===== src/tfe_pkg.sv =====
// Constants shared by the timer flag and interrupt release block
package tfe_pkg;
    localparam int CLK_PERIOD_NS = 10;
    // Register indices; byte address is four times the index
    localparam logic [7:0] IDX_CTRL = 8'h01;
    localparam logic [7:0] IDX_TCTRL = 8'h0E;
    localparam logic [7:0] IDX_PRESET = 8'h0F;
    localparam logic [7:0] IDX_ISTAT = 8'h10;
    localparam logic [7:0] IDX_IMASK = 8'h11;
    // Field positions
    localparam int CTRL_IRQ_EN_BIT = 0;
    localparam int CTRL_FLAG_BIT = 2;
    localparam int CTRL_MODE_BIT = 4;
    localparam int CTRL_PIN_BIT = 8;
    localparam int TCTRL_RUN_BIT = 7;
    localparam int ISTAT_EVENT_BIT = 0;
    localparam int ISTAT_RELEASE_BIT = 1;
    localparam int ISTAT_W = 2;
    // Values after reset, and the word transfer size
    localparam logic [7:0] PRESET_RST = 8'h00;
    localparam logic [1:0] SEL_RST = 2'h0;
    localparam logic [ISTAT_W-1:0] IMASK_RST = 2'h0;
    localparam logic [2:0] HSIZE_WORD = 3'h2;
    // Automatic release times of the pin in repeated mode
    localparam int RTN_122US_NS = 122000;
    localparam int RTN_244US_NS = 244000;
    localparam int RTN_7813US_NS = 7813000;
    localparam int RTN_15625US_NS = 15625000;
    localparam int RTN_122US_CYC = RTN_122US_NS / CLK_PERIOD_NS;
    localparam int RTN_244US_CYC = RTN_244US_NS / CLK_PERIOD_NS;
    localparam int RTN_7813US_CYC = RTN_7813US_NS / CLK_PERIOD_NS;
    localparam int RTN_15625US_CYC = RTN_15625US_NS / CLK_PERIOD_NS;
    localparam int RTN_W_DEF = 21;

    typedef enum logic {TFE_LEVEL, TFE_REPEAT} tfe_mode_e;

    function automatic logic [7:0] tfe_reg_idx(input logic [31:0] addr);
        return addr[9:2];
    endfunction

    function automatic logic tfe_reg_hit(input logic [31:0] addr);
        logic [7:0] idx;
        idx = addr[9:2];
        return (addr[31:10] == 22'h000000) && (addr[1:0] == 2'h0) &&
               (idx == IDX_CTRL || idx == IDX_TCTRL || idx == IDX_PRESET ||
                idx == IDX_ISTAT || idx == IDX_IMASK);
    endfunction
endpackage


===== src/tfe_tmr_if.sv =====
// Signals between the control top, the down counter and the release timer
`timescale 1ns/1ps
interface tfe_tmr_if #(
    parameter int RTN_W = 21
);
    logic run;
    logic [1:0] sel;
    logic [7:0] preset;
    logic preset_wr;
    logic [3:0] tick;
    logic [7:0] count;
    logic event_p;
    logic rtn_start;
    logic [RTN_W-1:0] rtn_len;
    logic rtn_busy;
    logic rtn_done;

    modport top (output run, sel, preset, preset_wr, tick, rtn_start,
                 rtn_len, input count, event_p, rtn_busy, rtn_done);
    modport cnt (input run, sel, preset, preset_wr, tick,
                 output count, event_p);
    modport rtn (input rtn_start, rtn_len, output rtn_busy, rtn_done);
endinterface


===== src/tfe_down_count.sv =====
// Tick-driven down counter with reload and event pulse
`timescale 1ns/1ps
module tfe_down_count
    import tfe_pkg::*;
(
    input wire logic hclk,
    input wire logic hresetn,
    tfe_tmr_if.cnt bus
);
    logic [7:0] count_ff;
    logic event_ff;
    logic step;

    assign step = bus.run && bus.tick[bus.sel] && (count_ff != 8'h00);
    assign bus.count = count_ff;
    assign bus.event_p = event_ff;

    // Counter runs only while enabled; the flag never touches it
    always_ff @(posedge hclk or negedge hresetn) begin
        if (!hresetn) begin
            count_ff <= PRESET_RST;
        end else if (!bus.run && bus.preset_wr) begin
            count_ff <= bus.preset;
        end else if (step) begin
            count_ff <= (count_ff == 8'h01) ? bus.preset : count_ff - 8'h01;
        end
    end

    always_ff @(posedge hclk or negedge hresetn) begin
        if (!hresetn) begin
            event_ff <= 1'b0;
        end else begin
            event_ff <= step && (count_ff == 8'h01);
        end
    end
endmodule // tfe_down_count


===== src/tfe_release_timer.sv =====
// Hold timer for the pin in repeated mode
`timescale 1ns/1ps
module tfe_release_timer
    import tfe_pkg::*;
#(
    parameter int RTN_W = 21
)(
    input wire logic hclk,
    input wire logic hresetn,
    tfe_tmr_if.rtn bus
);
    logic [RTN_W-1:0] left_ff;
    logic done_ff;

    assign bus.rtn_busy = (left_ff != '0);
    assign bus.rtn_done = done_ff;

    // A new event restarts the hold time
    always_ff @(posedge hclk or negedge hresetn) begin
        if (!hresetn) begin
            left_ff <= '0;
        end else if (bus.rtn_start) begin
            left_ff <= bus.rtn_len;
        end else if (left_ff != '0) begin
            left_ff <= left_ff - 1'b1;
        end
    end

    always_ff @(posedge hclk or negedge hresetn) begin
        if (!hresetn) begin
            done_ff <= 1'b0;
        end else begin
            done_ff <= !bus.rtn_start && (left_ff == {{(RTN_W-1){1'b0}}, 1'b1});
        end
    end
endmodule // tfe_release_timer


===== src/tfe_timer_irq.sv =====
// Timer flag, interrupt enable and open-drain pin control on AHB-Lite
`timescale 1ns/1ps
// How it works
// - A timer event sets the flag, which stays set until software clears it.
// - Writing zero to the flag clears it and arms the next detection.
// - Clearing the flag leaves the running countdown untouched.
// - Level mode: flag cleared releases the pin to high impedance.
// - Level mode, still running: next step from 01h (reload to preset) sets flag, pulls pin.
// - Writing one to the flag leaves its stored value unchanged.
// - With interrupt enable one, each event pulls the pin low.
// - With interrupt enable zero, events set the flag but leave the pin released.
// - Clearing interrupt enable while the pin is low releases it.
// - Level mode: enable rising while flag set pulls the pin at once.
// - Mode bit zero selects level mode, one selects repeated mode.
// - Repeated mode holds the pin low for the release time, then frees it.
// - Run enable one counts down; zero stops the countdown.
module tfe_timer_irq
    import tfe_pkg::*;
#(
    parameter int RTN_W = RTN_W_DEF,
    parameter int RTN_SHORT_CYC = RTN_122US_CYC,
    parameter int RTN_TICK_CYC = RTN_244US_CYC,
    parameter int RTN_MID_CYC = RTN_7813US_CYC,
    parameter int RTN_LONG_CYC = RTN_15625US_CYC
)(
    input wire logic hclk,
    input wire logic hresetn,
    input wire logic hsel,
    input wire logic [31:0] haddr,
    input wire logic [1:0] htrans,
    input wire logic hwrite,
    input wire logic [2:0] hsize,
    input wire logic [31:0] hwdata,
    input wire logic hready,
    output logic [31:0] hrdata,
    output logic hreadyout,
    output logic hresp,
    input wire logic [3:0] src_tick,
    input wire logic tirq_pin_i,
    output logic tirq_o,
    output logic tirq_oe_n,
    output logic irq
);
    if (RTN_W < 2 || RTN_W > 31 || RTN_SHORT_CYC < 1 ||
        $clog2(RTN_LONG_CYC + 1) > RTN_W) begin : g_chk
        $error("tfe_timer_irq: release counter too narrow");
    end

    ////////////////////////////////////////////////////////////////////////
    tfe_tmr_if #(.RTN_W(RTN_W)) tbus ();

    tfe_down_count u_count (
        .hclk(hclk),
        .hresetn(hresetn),
        .bus(tbus)
    );

    tfe_release_timer #(.RTN_W(RTN_W)) u_rtn (
        .hclk(hclk),
        .hresetn(hresetn),
        .bus(tbus)
    );

    logic irq_en_ff;
    logic flag_ff;
    tfe_mode_e mode_ff;
    logic run_ff;
    logic [1:0] sel_ff;
    logic [7:0] preset_ff;
    logic preset_wr_ff;
    logic [ISTAT_W-1:0] istat_ff;
    logic [ISTAT_W-1:0] imask_ff;
    logic [ISTAT_W-1:0] nxt_istat;
    logic wr_pend_ff;
    logic [31:0] wr_addr_ff;
    logic [31:0] hrdata_ff;
    logic hreadyout_ff;
    logic oe_n_ff;
    logic irq_ff;
    logic pin_s1_ff;
    logic pin_s2_ff;
    logic addr_ok;
    logic rd_go;
    logic wr_go;
    logic wr_ctrl;
    logic clr_req;
    logic rd_istat;
    logic nxt_pull;

    function automatic logic [RTN_W-1:0] rtn_pick(input logic [1:0] sel,
                                                 input logic [7:0] pre);
        int c;
        unique case (sel)
            2'h0: c = (pre == 8'h01) ? RTN_SHORT_CYC : RTN_TICK_CYC;
            2'h1: c = (pre == 8'h01) ? RTN_MID_CYC : RTN_LONG_CYC;
            2'h2, 2'h3: c = RTN_LONG_CYC;
        endcase
        return c[RTN_W-1:0];
    endfunction

    ////////////////////////////////////////////////////////////////////////
    // AHB-Lite slave: reads answer in the data phase, writes add one wait
    assign addr_ok = hsel && hready && htrans[1] && (hsize == HSIZE_WORD);
    assign rd_go = addr_ok && !hwrite;
    assign wr_go = wr_pend_ff && tfe_reg_hit(wr_addr_ff);
    assign wr_ctrl = wr_go && (tfe_reg_idx(wr_addr_ff) == IDX_CTRL);
    assign clr_req = wr_ctrl && !hwdata[CTRL_FLAG_BIT];
    assign rd_istat = rd_go && tfe_reg_hit(haddr) &&
                      (tfe_reg_idx(haddr) == IDX_ISTAT);

    always_ff @(posedge hclk or negedge hresetn) begin
        if (!hresetn) begin
            wr_pend_ff <= 1'b0;
            wr_addr_ff <= 32'h00000000;
            hreadyout_ff <= 1'b1;
        end else begin
            wr_pend_ff <= addr_ok && hwrite;
            hreadyout_ff <= !(addr_ok && hwrite);
            if (addr_ok && hwrite) begin
                wr_addr_ff <= haddr;
            end
        end
    end

    always_ff @(posedge hclk or negedge hresetn) begin
        if (!hresetn) begin
            hrdata_ff <= 32'h00000000;
        end else if (rd_go) begin
            hrdata_ff <= 32'h00000000;
            if (tfe_reg_hit(haddr)) begin
                unique case (tfe_reg_idx(haddr))
                    IDX_CTRL: begin
                        hrdata_ff[CTRL_IRQ_EN_BIT] <= irq_en_ff;
                        hrdata_ff[CTRL_FLAG_BIT] <= flag_ff;
                        hrdata_ff[CTRL_MODE_BIT] <= (mode_ff == TFE_REPEAT);
                        hrdata_ff[CTRL_PIN_BIT] <= pin_s2_ff;
                    end
                    IDX_TCTRL: begin
                        hrdata_ff[TCTRL_RUN_BIT] <= run_ff;
                        hrdata_ff[1:0] <= sel_ff;
                    end
                    IDX_PRESET: hrdata_ff[7:0] <= tbus.count;
                    IDX_ISTAT: hrdata_ff[ISTAT_W-1:0] <= istat_ff;
                    IDX_IMASK: hrdata_ff[ISTAT_W-1:0] <= imask_ff;
                    default: hrdata_ff <= 32'h00000000;
                endcase
            end
        end
    end

    ////////////////////////////////////////////////////////////////////////
    // Control registers
    always_ff @(posedge hclk or negedge hresetn) begin
        if (!hresetn) begin
            irq_en_ff <= 1'b0;
            mode_ff <= TFE_LEVEL;
        end else if (wr_ctrl) begin
            irq_en_ff <= hwdata[CTRL_IRQ_EN_BIT];
            mode_ff <= hwdata[CTRL_MODE_BIT] ? TFE_REPEAT : TFE_LEVEL;
        end
    end

    always_ff @(posedge hclk or negedge hresetn) begin
        if (!hresetn) begin
            run_ff <= 1'b0;
            sel_ff <= SEL_RST;
        end else if (wr_go && tfe_reg_idx(wr_addr_ff) == IDX_TCTRL) begin
            run_ff <= hwdata[TCTRL_RUN_BIT];
            sel_ff <= hwdata[1:0];
        end
    end

    always_ff @(posedge hclk or negedge hresetn) begin
        if (!hresetn) begin
            preset_ff <= PRESET_RST;
            preset_wr_ff <= 1'b0;
        end else begin
            preset_wr_ff <= wr_go && tfe_reg_idx(wr_addr_ff) == IDX_PRESET;
            if (wr_go && tfe_reg_idx(wr_addr_ff) == IDX_PRESET) begin
                preset_ff <= hwdata[7:0];
            end
        end
    end

    // Event wins over a clear in the same cycle; writing one is ignored
    always_ff @(posedge hclk or negedge hresetn) begin
        if (!hresetn) begin
            flag_ff <= 1'b0;
        end else if (tbus.event_p) begin
            flag_ff <= 1'b1;
        end else if (clr_req) begin
            flag_ff <= 1'b0;
        end
    end

    assign tbus.run = run_ff;
    assign tbus.sel = sel_ff;
    assign tbus.preset = preset_ff;
    assign tbus.preset_wr = preset_wr_ff;
    assign tbus.tick = src_tick;
    assign tbus.rtn_start = tbus.event_p && irq_en_ff &&
                            (mode_ff == TFE_REPEAT);
    assign tbus.rtn_len = rtn_pick(sel_ff, preset_ff);

    ////////////////////////////////////////////////////////////////////////
    // Open-drain pin: enable low means the pin is pulled low
    always_comb begin
        if (mode_ff == TFE_LEVEL) begin
            nxt_pull = irq_en_ff && flag_ff;
        end else begin
            nxt_pull = irq_en_ff && tbus.rtn_busy;
        end
    end

    always_ff @(posedge hclk or negedge hresetn) begin
        if (!hresetn) begin
            oe_n_ff <= 1'b1;
        end else begin
            oe_n_ff <= !nxt_pull;
        end
    end

    always_ff @(posedge hclk or negedge hresetn) begin
        if (!hresetn) begin
            pin_s1_ff <= 1'b1;
            pin_s2_ff <= 1'b1;
        end else begin
            pin_s1_ff <= tirq_pin_i;
            pin_s2_ff <= pin_s1_ff;
        end
    end

    ////////////////////////////////////////////////////////////////////////
    // Sticky status, cleared by read, gated by mask onto irq
    always_comb begin
        nxt_istat = rd_istat ? '0 : istat_ff;
        nxt_istat[ISTAT_EVENT_BIT] = nxt_istat[ISTAT_EVENT_BIT] |
                                     tbus.event_p;
        nxt_istat[ISTAT_RELEASE_BIT] = nxt_istat[ISTAT_RELEASE_BIT] |
                                       tbus.rtn_done;
    end

    always_ff @(posedge hclk or negedge hresetn) begin
        if (!hresetn) begin
            istat_ff <= '0;
            imask_ff <= IMASK_RST;
            irq_ff <= 1'b0;
        end else begin
            istat_ff <= nxt_istat;
            irq_ff <= |(nxt_istat & imask_ff);
            if (wr_go && tfe_reg_idx(wr_addr_ff) == IDX_IMASK) begin
                imask_ff <= hwdata[ISTAT_W-1:0];
            end
        end
    end

    always_ff @(posedge hclk or negedge hresetn) begin
        if (!hresetn) begin
            tirq_o <= 1'b0;
        end else begin
            tirq_o <= 1'b0;
        end
    end

    assign hrdata = hrdata_ff;
    assign hreadyout = hreadyout_ff;
    assign hresp = 1'b0;
    assign tirq_oe_n = oe_n_ff;
    assign irq = irq_ff;
endmodule // tfe_timer_irq


===== config.mk =====
export PLATFORM = sky130hd
export DESIGN_NAME = tfe_timer_irq
export DESIGN_NICKNAME = d
export VERILOG_FILES = /design/src/tfe_pkg.sv /design/src/tfe_tmr_if.sv /design/src/tfe_down_count.sv /design/src/tfe_release_timer.sv /design/src/tfe_timer_irq.sv
export SDC_FILE = /design/constraint.sdc
export NUM_CORES = 1
export LEC_CHECK = 0
export BUFFER_PORTS_ARGS = -buffer_cell sky130_fd_sc_hd__buf_2
export CORE_UTILIZATION = 35
export CTS_BUF_LIST = sky130_fd_sc_hd__clkbuf_8
export CTS_CLUSTER_SIZE = 14
export DETAILED_ROUTE_END_ITERATION = 8
export MAX_ROUTING_LAYER = met4
export PLACE_DENSITY = 0.63
export SLEW_MARGIN = 10
export SYNTH_ARGS = -nofsm -noshare
export SYNTH_HDL_FRONTEND = slang
export SYNTH_SLANG_ARGS = --single-unit

===== constraint.sdc =====
create_clock -name hclk -period 2.05 [get_ports hclk]
set_input_delay 0.41 -clock hclk [delete_from_list [all_inputs] [get_ports hclk]]
set_output_delay 0.41 -clock hclk [all_outputs]
set_load 0.02 [all_outputs]

==> results.yml <==
floorplan:
  core_area_sq_um: 14480
  dieWidth_microns: 123.5
  start_util_pct: 35.67
  rows: 44
  num_io_pins: 116
  die_area_sq_um: 15250
  die_h_microns: 123.5
timing:
  final-max-slew-violation-count: 0
  hold_viol_final: 0
  post-route-period-util_pct: 99.20
  finalCriticalPeriod_ns: 2.034
  finalSetupViolations: 0
  skew_ns: 0.01952
  fmaxAchievable_mhz: 491.7
  rsz0062_at_grt: "yes"
power:
  p_sw_w: 0.0009698
  intPower_w: 0.002871
  p_leak_nw: 3.099
  pwr-share-seq_pct: 53.9
  clkPwrFrac_pct: 36.1
  peakVddDrop_mv: 0.3765
  switching_share_pct: 25.25
  p_per_area_nw_per_um2: 625.9
  comb_power_share_pct: 9.9
placed_design:
  gp_congestion: 0.8962
  place_area_sq_um: 5821
  io_buffers: 65
  hpwl_microns: 9152
setup_path:
  cp.required_ns: 2.30
  worstSetupPathType: "reg2reg"
  cp-start-kind: "flop"
  r2r_cells: 4
  end_kind: "flop"
  critPathMaxFanout: 8
  arrival_ns: 2.29
logic_synthesis:
  synth_top_area_share_pct: 45.06
  synthDistinctLibCells: 76
  synthSimpleGateAreaFrac_pct: 20.88
  muxShareOfSynthArea_pct: 11.94
  synth_compound_area_share_pct: 11.22
  syn_avg_cell_area_sq_um: 11.40
  seq_area_frac_synth_pct: 47.09
  synth_xor_area_share_pct: 2.035
  synthTopCellsByArea: "dfrtp_1, mux2_2, buf_4, a21oi_1, dfstp_2"
  synth.most_common_cell: "dfrtp_1"
  syn-cell-area_sq_um: 5165
  syn_inst: 453
  ys.flop_type: "dfrtp_1"
  yosysTopAreaCell: "dfrtp_1"
  post_synth_fa_ha_maj_area_fraction_pct: 0.9690
  synth_seq_cells: 97
  async_reset_ff_share_pct: 100.0
  synth_common_cells: "dfrtp_1, mux2_2, buf_4"
  synth_edf_count: 0
  yosysWarnings: 0
  synth_top_family_by_area: "simple AND/OR/NAND/NOR gates"
cts:
  clockRootBuffer: "clkbuf_8"
  clk_latency_ns: 0.37
  cts_tree: "built"
  h-tree-depth: 3
  clk_pin_slew_worst_paths_ns: 0.10
  clockBufferDepth: 2
  cts-buffers-inserted: 9
  clock_sinks: 97
finish:
  layout-drive-gt1-share_pct: 36.94
  final_nets: 633
  diodes: 0
  area_delta_synth_final_pct: 18.82
  fin_util_pct: 42.39
  postLayoutCellArea_sq_um: 6137
global_route:
  grt_pass1_wl_microns: 19720
  grt.overflow.total: 0
  grt_use_total_pct: 17.21
  grt_antenna_before_repair: 0
  grt_pass1_vias: 3832
  grt_max_degree: 35
routing:
  drt-wirelength-per-cell_microns: 16.20
  ant_nets: 0
  vias_per_cell: 5.241
  vias: 3873
  drc_errors: 0
  first_pass_iters: 5
  drt-total-wl_microns: 11970
  drt-initial-drc-count: 207
min_path:
  hold_depth: 1
  hold_path.class: "in2reg"
job:
  maxCapViolations: 0
outcome:
  status: "finished clean"
final cells by class:
type,count,area [sq um]
fillers,1378,8342
multi-input cells,332,2590
flip-flops and latches,97,2432
repair buffers,103,640.6
well taps,184,230.2
clock buffers,9,123.9
clock inverters,7,93.84
inverters,7,26.28
timing repair:
| item | in CTS | in global routing |
|---|---|---|
| setup endpoints to repair | 12 | 17 |
| setup buffers | 1 | 2 |
| resized for setup | 3 | 8 |
| pin swaps | 3 | 4 |
| endpoints found under the hold margin | 27 | 0 |
| hold buffers | 1 | 0 |
per-layer routing:
| metal | vias up | part of all wire [%] | global-route usage [%] |
|---|---|---|---|
| met5 | - | 0 | - |
| met4 | 0 | 1.4 | 6.325 |
| met3 | 15 | 5.6 | 2.768 |
| met2 | 118 | 47 | 26.15 |
| met1 | 1898 | 46 | 23.10 |
| li1 | 1842 | - | - |
logic make-up after synthesis:
group | after synthesis
simple gates | 150
flops | 97
compound gates | 88
mux | 53
buf+inv | 48
xor+xnor | 12
fa+ha+maj | 4
other cells | 1
placed cells by master (no fill, tap or decap), types with 5 or more instances in the layout:
master	count
mux2_4	7
a21oi_1	24
a32o_1	5
nor4_4	8
a22o_1	7
nor3_1	7
dfrtp_1	93
nand4_1	8
nand2_1	19
mux2_2	41
a21o_1	5
clkbuf_8	9
o21ai_0	20
conb_1	25
xnor2_1	8
nand3_1	11
nor4_1	11
nor4_2	6
inv_1	9
buf_4	36
mux2i_1	5
nand2b_1	6
buf_2	64
nor2_1	23
path summary, 6_finish.rpt:
check | startpoint | endpoint | slack, ns
setup / recovery | wr_addr_ff[28] | preset_ff[2] | 0.02
hold / removal | tirq_pin_i | pin_s1_ff | 0.13
setup reg to reg | wr_addr_ff[28] | preset_ff[2] | 0.02
hold reg to reg | pin_s1_ff | pin_s2_ff | 0.36
max in group asynchronous | hresetn | u_rtn.left_ff[14] | 0.91
min in group asynchronous | hresetn | wr_addr_ff[13] | 0.55
state kept, by name, summed over array words and instances, names as in the netlist, 2 cells and up:
name,flops
wr_addr_ff,32
preset_ff,8
istat_ff,2
u_count.bus.count,8
hrdata,9
u_rtn.left_ff,21
sel_ff,2
imask_ff,2
per-stage QoR:
stage | std cells | TNS, ns | power, W | setup WS, ns | hold slack [ns]
after detailed placement | 719 | -1.447 | 0.002435 | -0.1422 | 0.3509
final | 739 | 0 | 0.003841 | 0.01643 | 0.1323
after floorplan | 477 | 0 | 0.002306 | 0.1724 | 0.1144
after CTS | 737 | -0.01417 | 0.003844 | -0.007198 | 0.1144
after global placement | 719 | -0.6678 | 0.002414 | -0.07970 | 0.3457
after global routing | 739 | -0.2156 | 0.004015 | -0.03660 | 0.1124
worst max-delay path, stage by stage (launching register included):
cell,delay (ns)
dfrtp_1,0.39
or4_4,0.55
nor4_4,0.36
and2_4,0.31
mux2_4,0.31
power by group through the flow:
stage / clock [W] / combinational (W) / sequential [W]
2_1_floorplan: 0 / 0.000228 / 0.00208
3_3_place_gp: 0 / 0.000325 / 0.00209
3_5_place_dp: 0 / 0.000338 / 0.00210
4_1_cts: 0.00143 / 0.000356 / 0.00206
5_1_grt: 0.00151 / 0.000423 / 0.00209
6_report: 0.00139 / 0.000381 / 0.00207
Power figures use the tool's default switching activity.
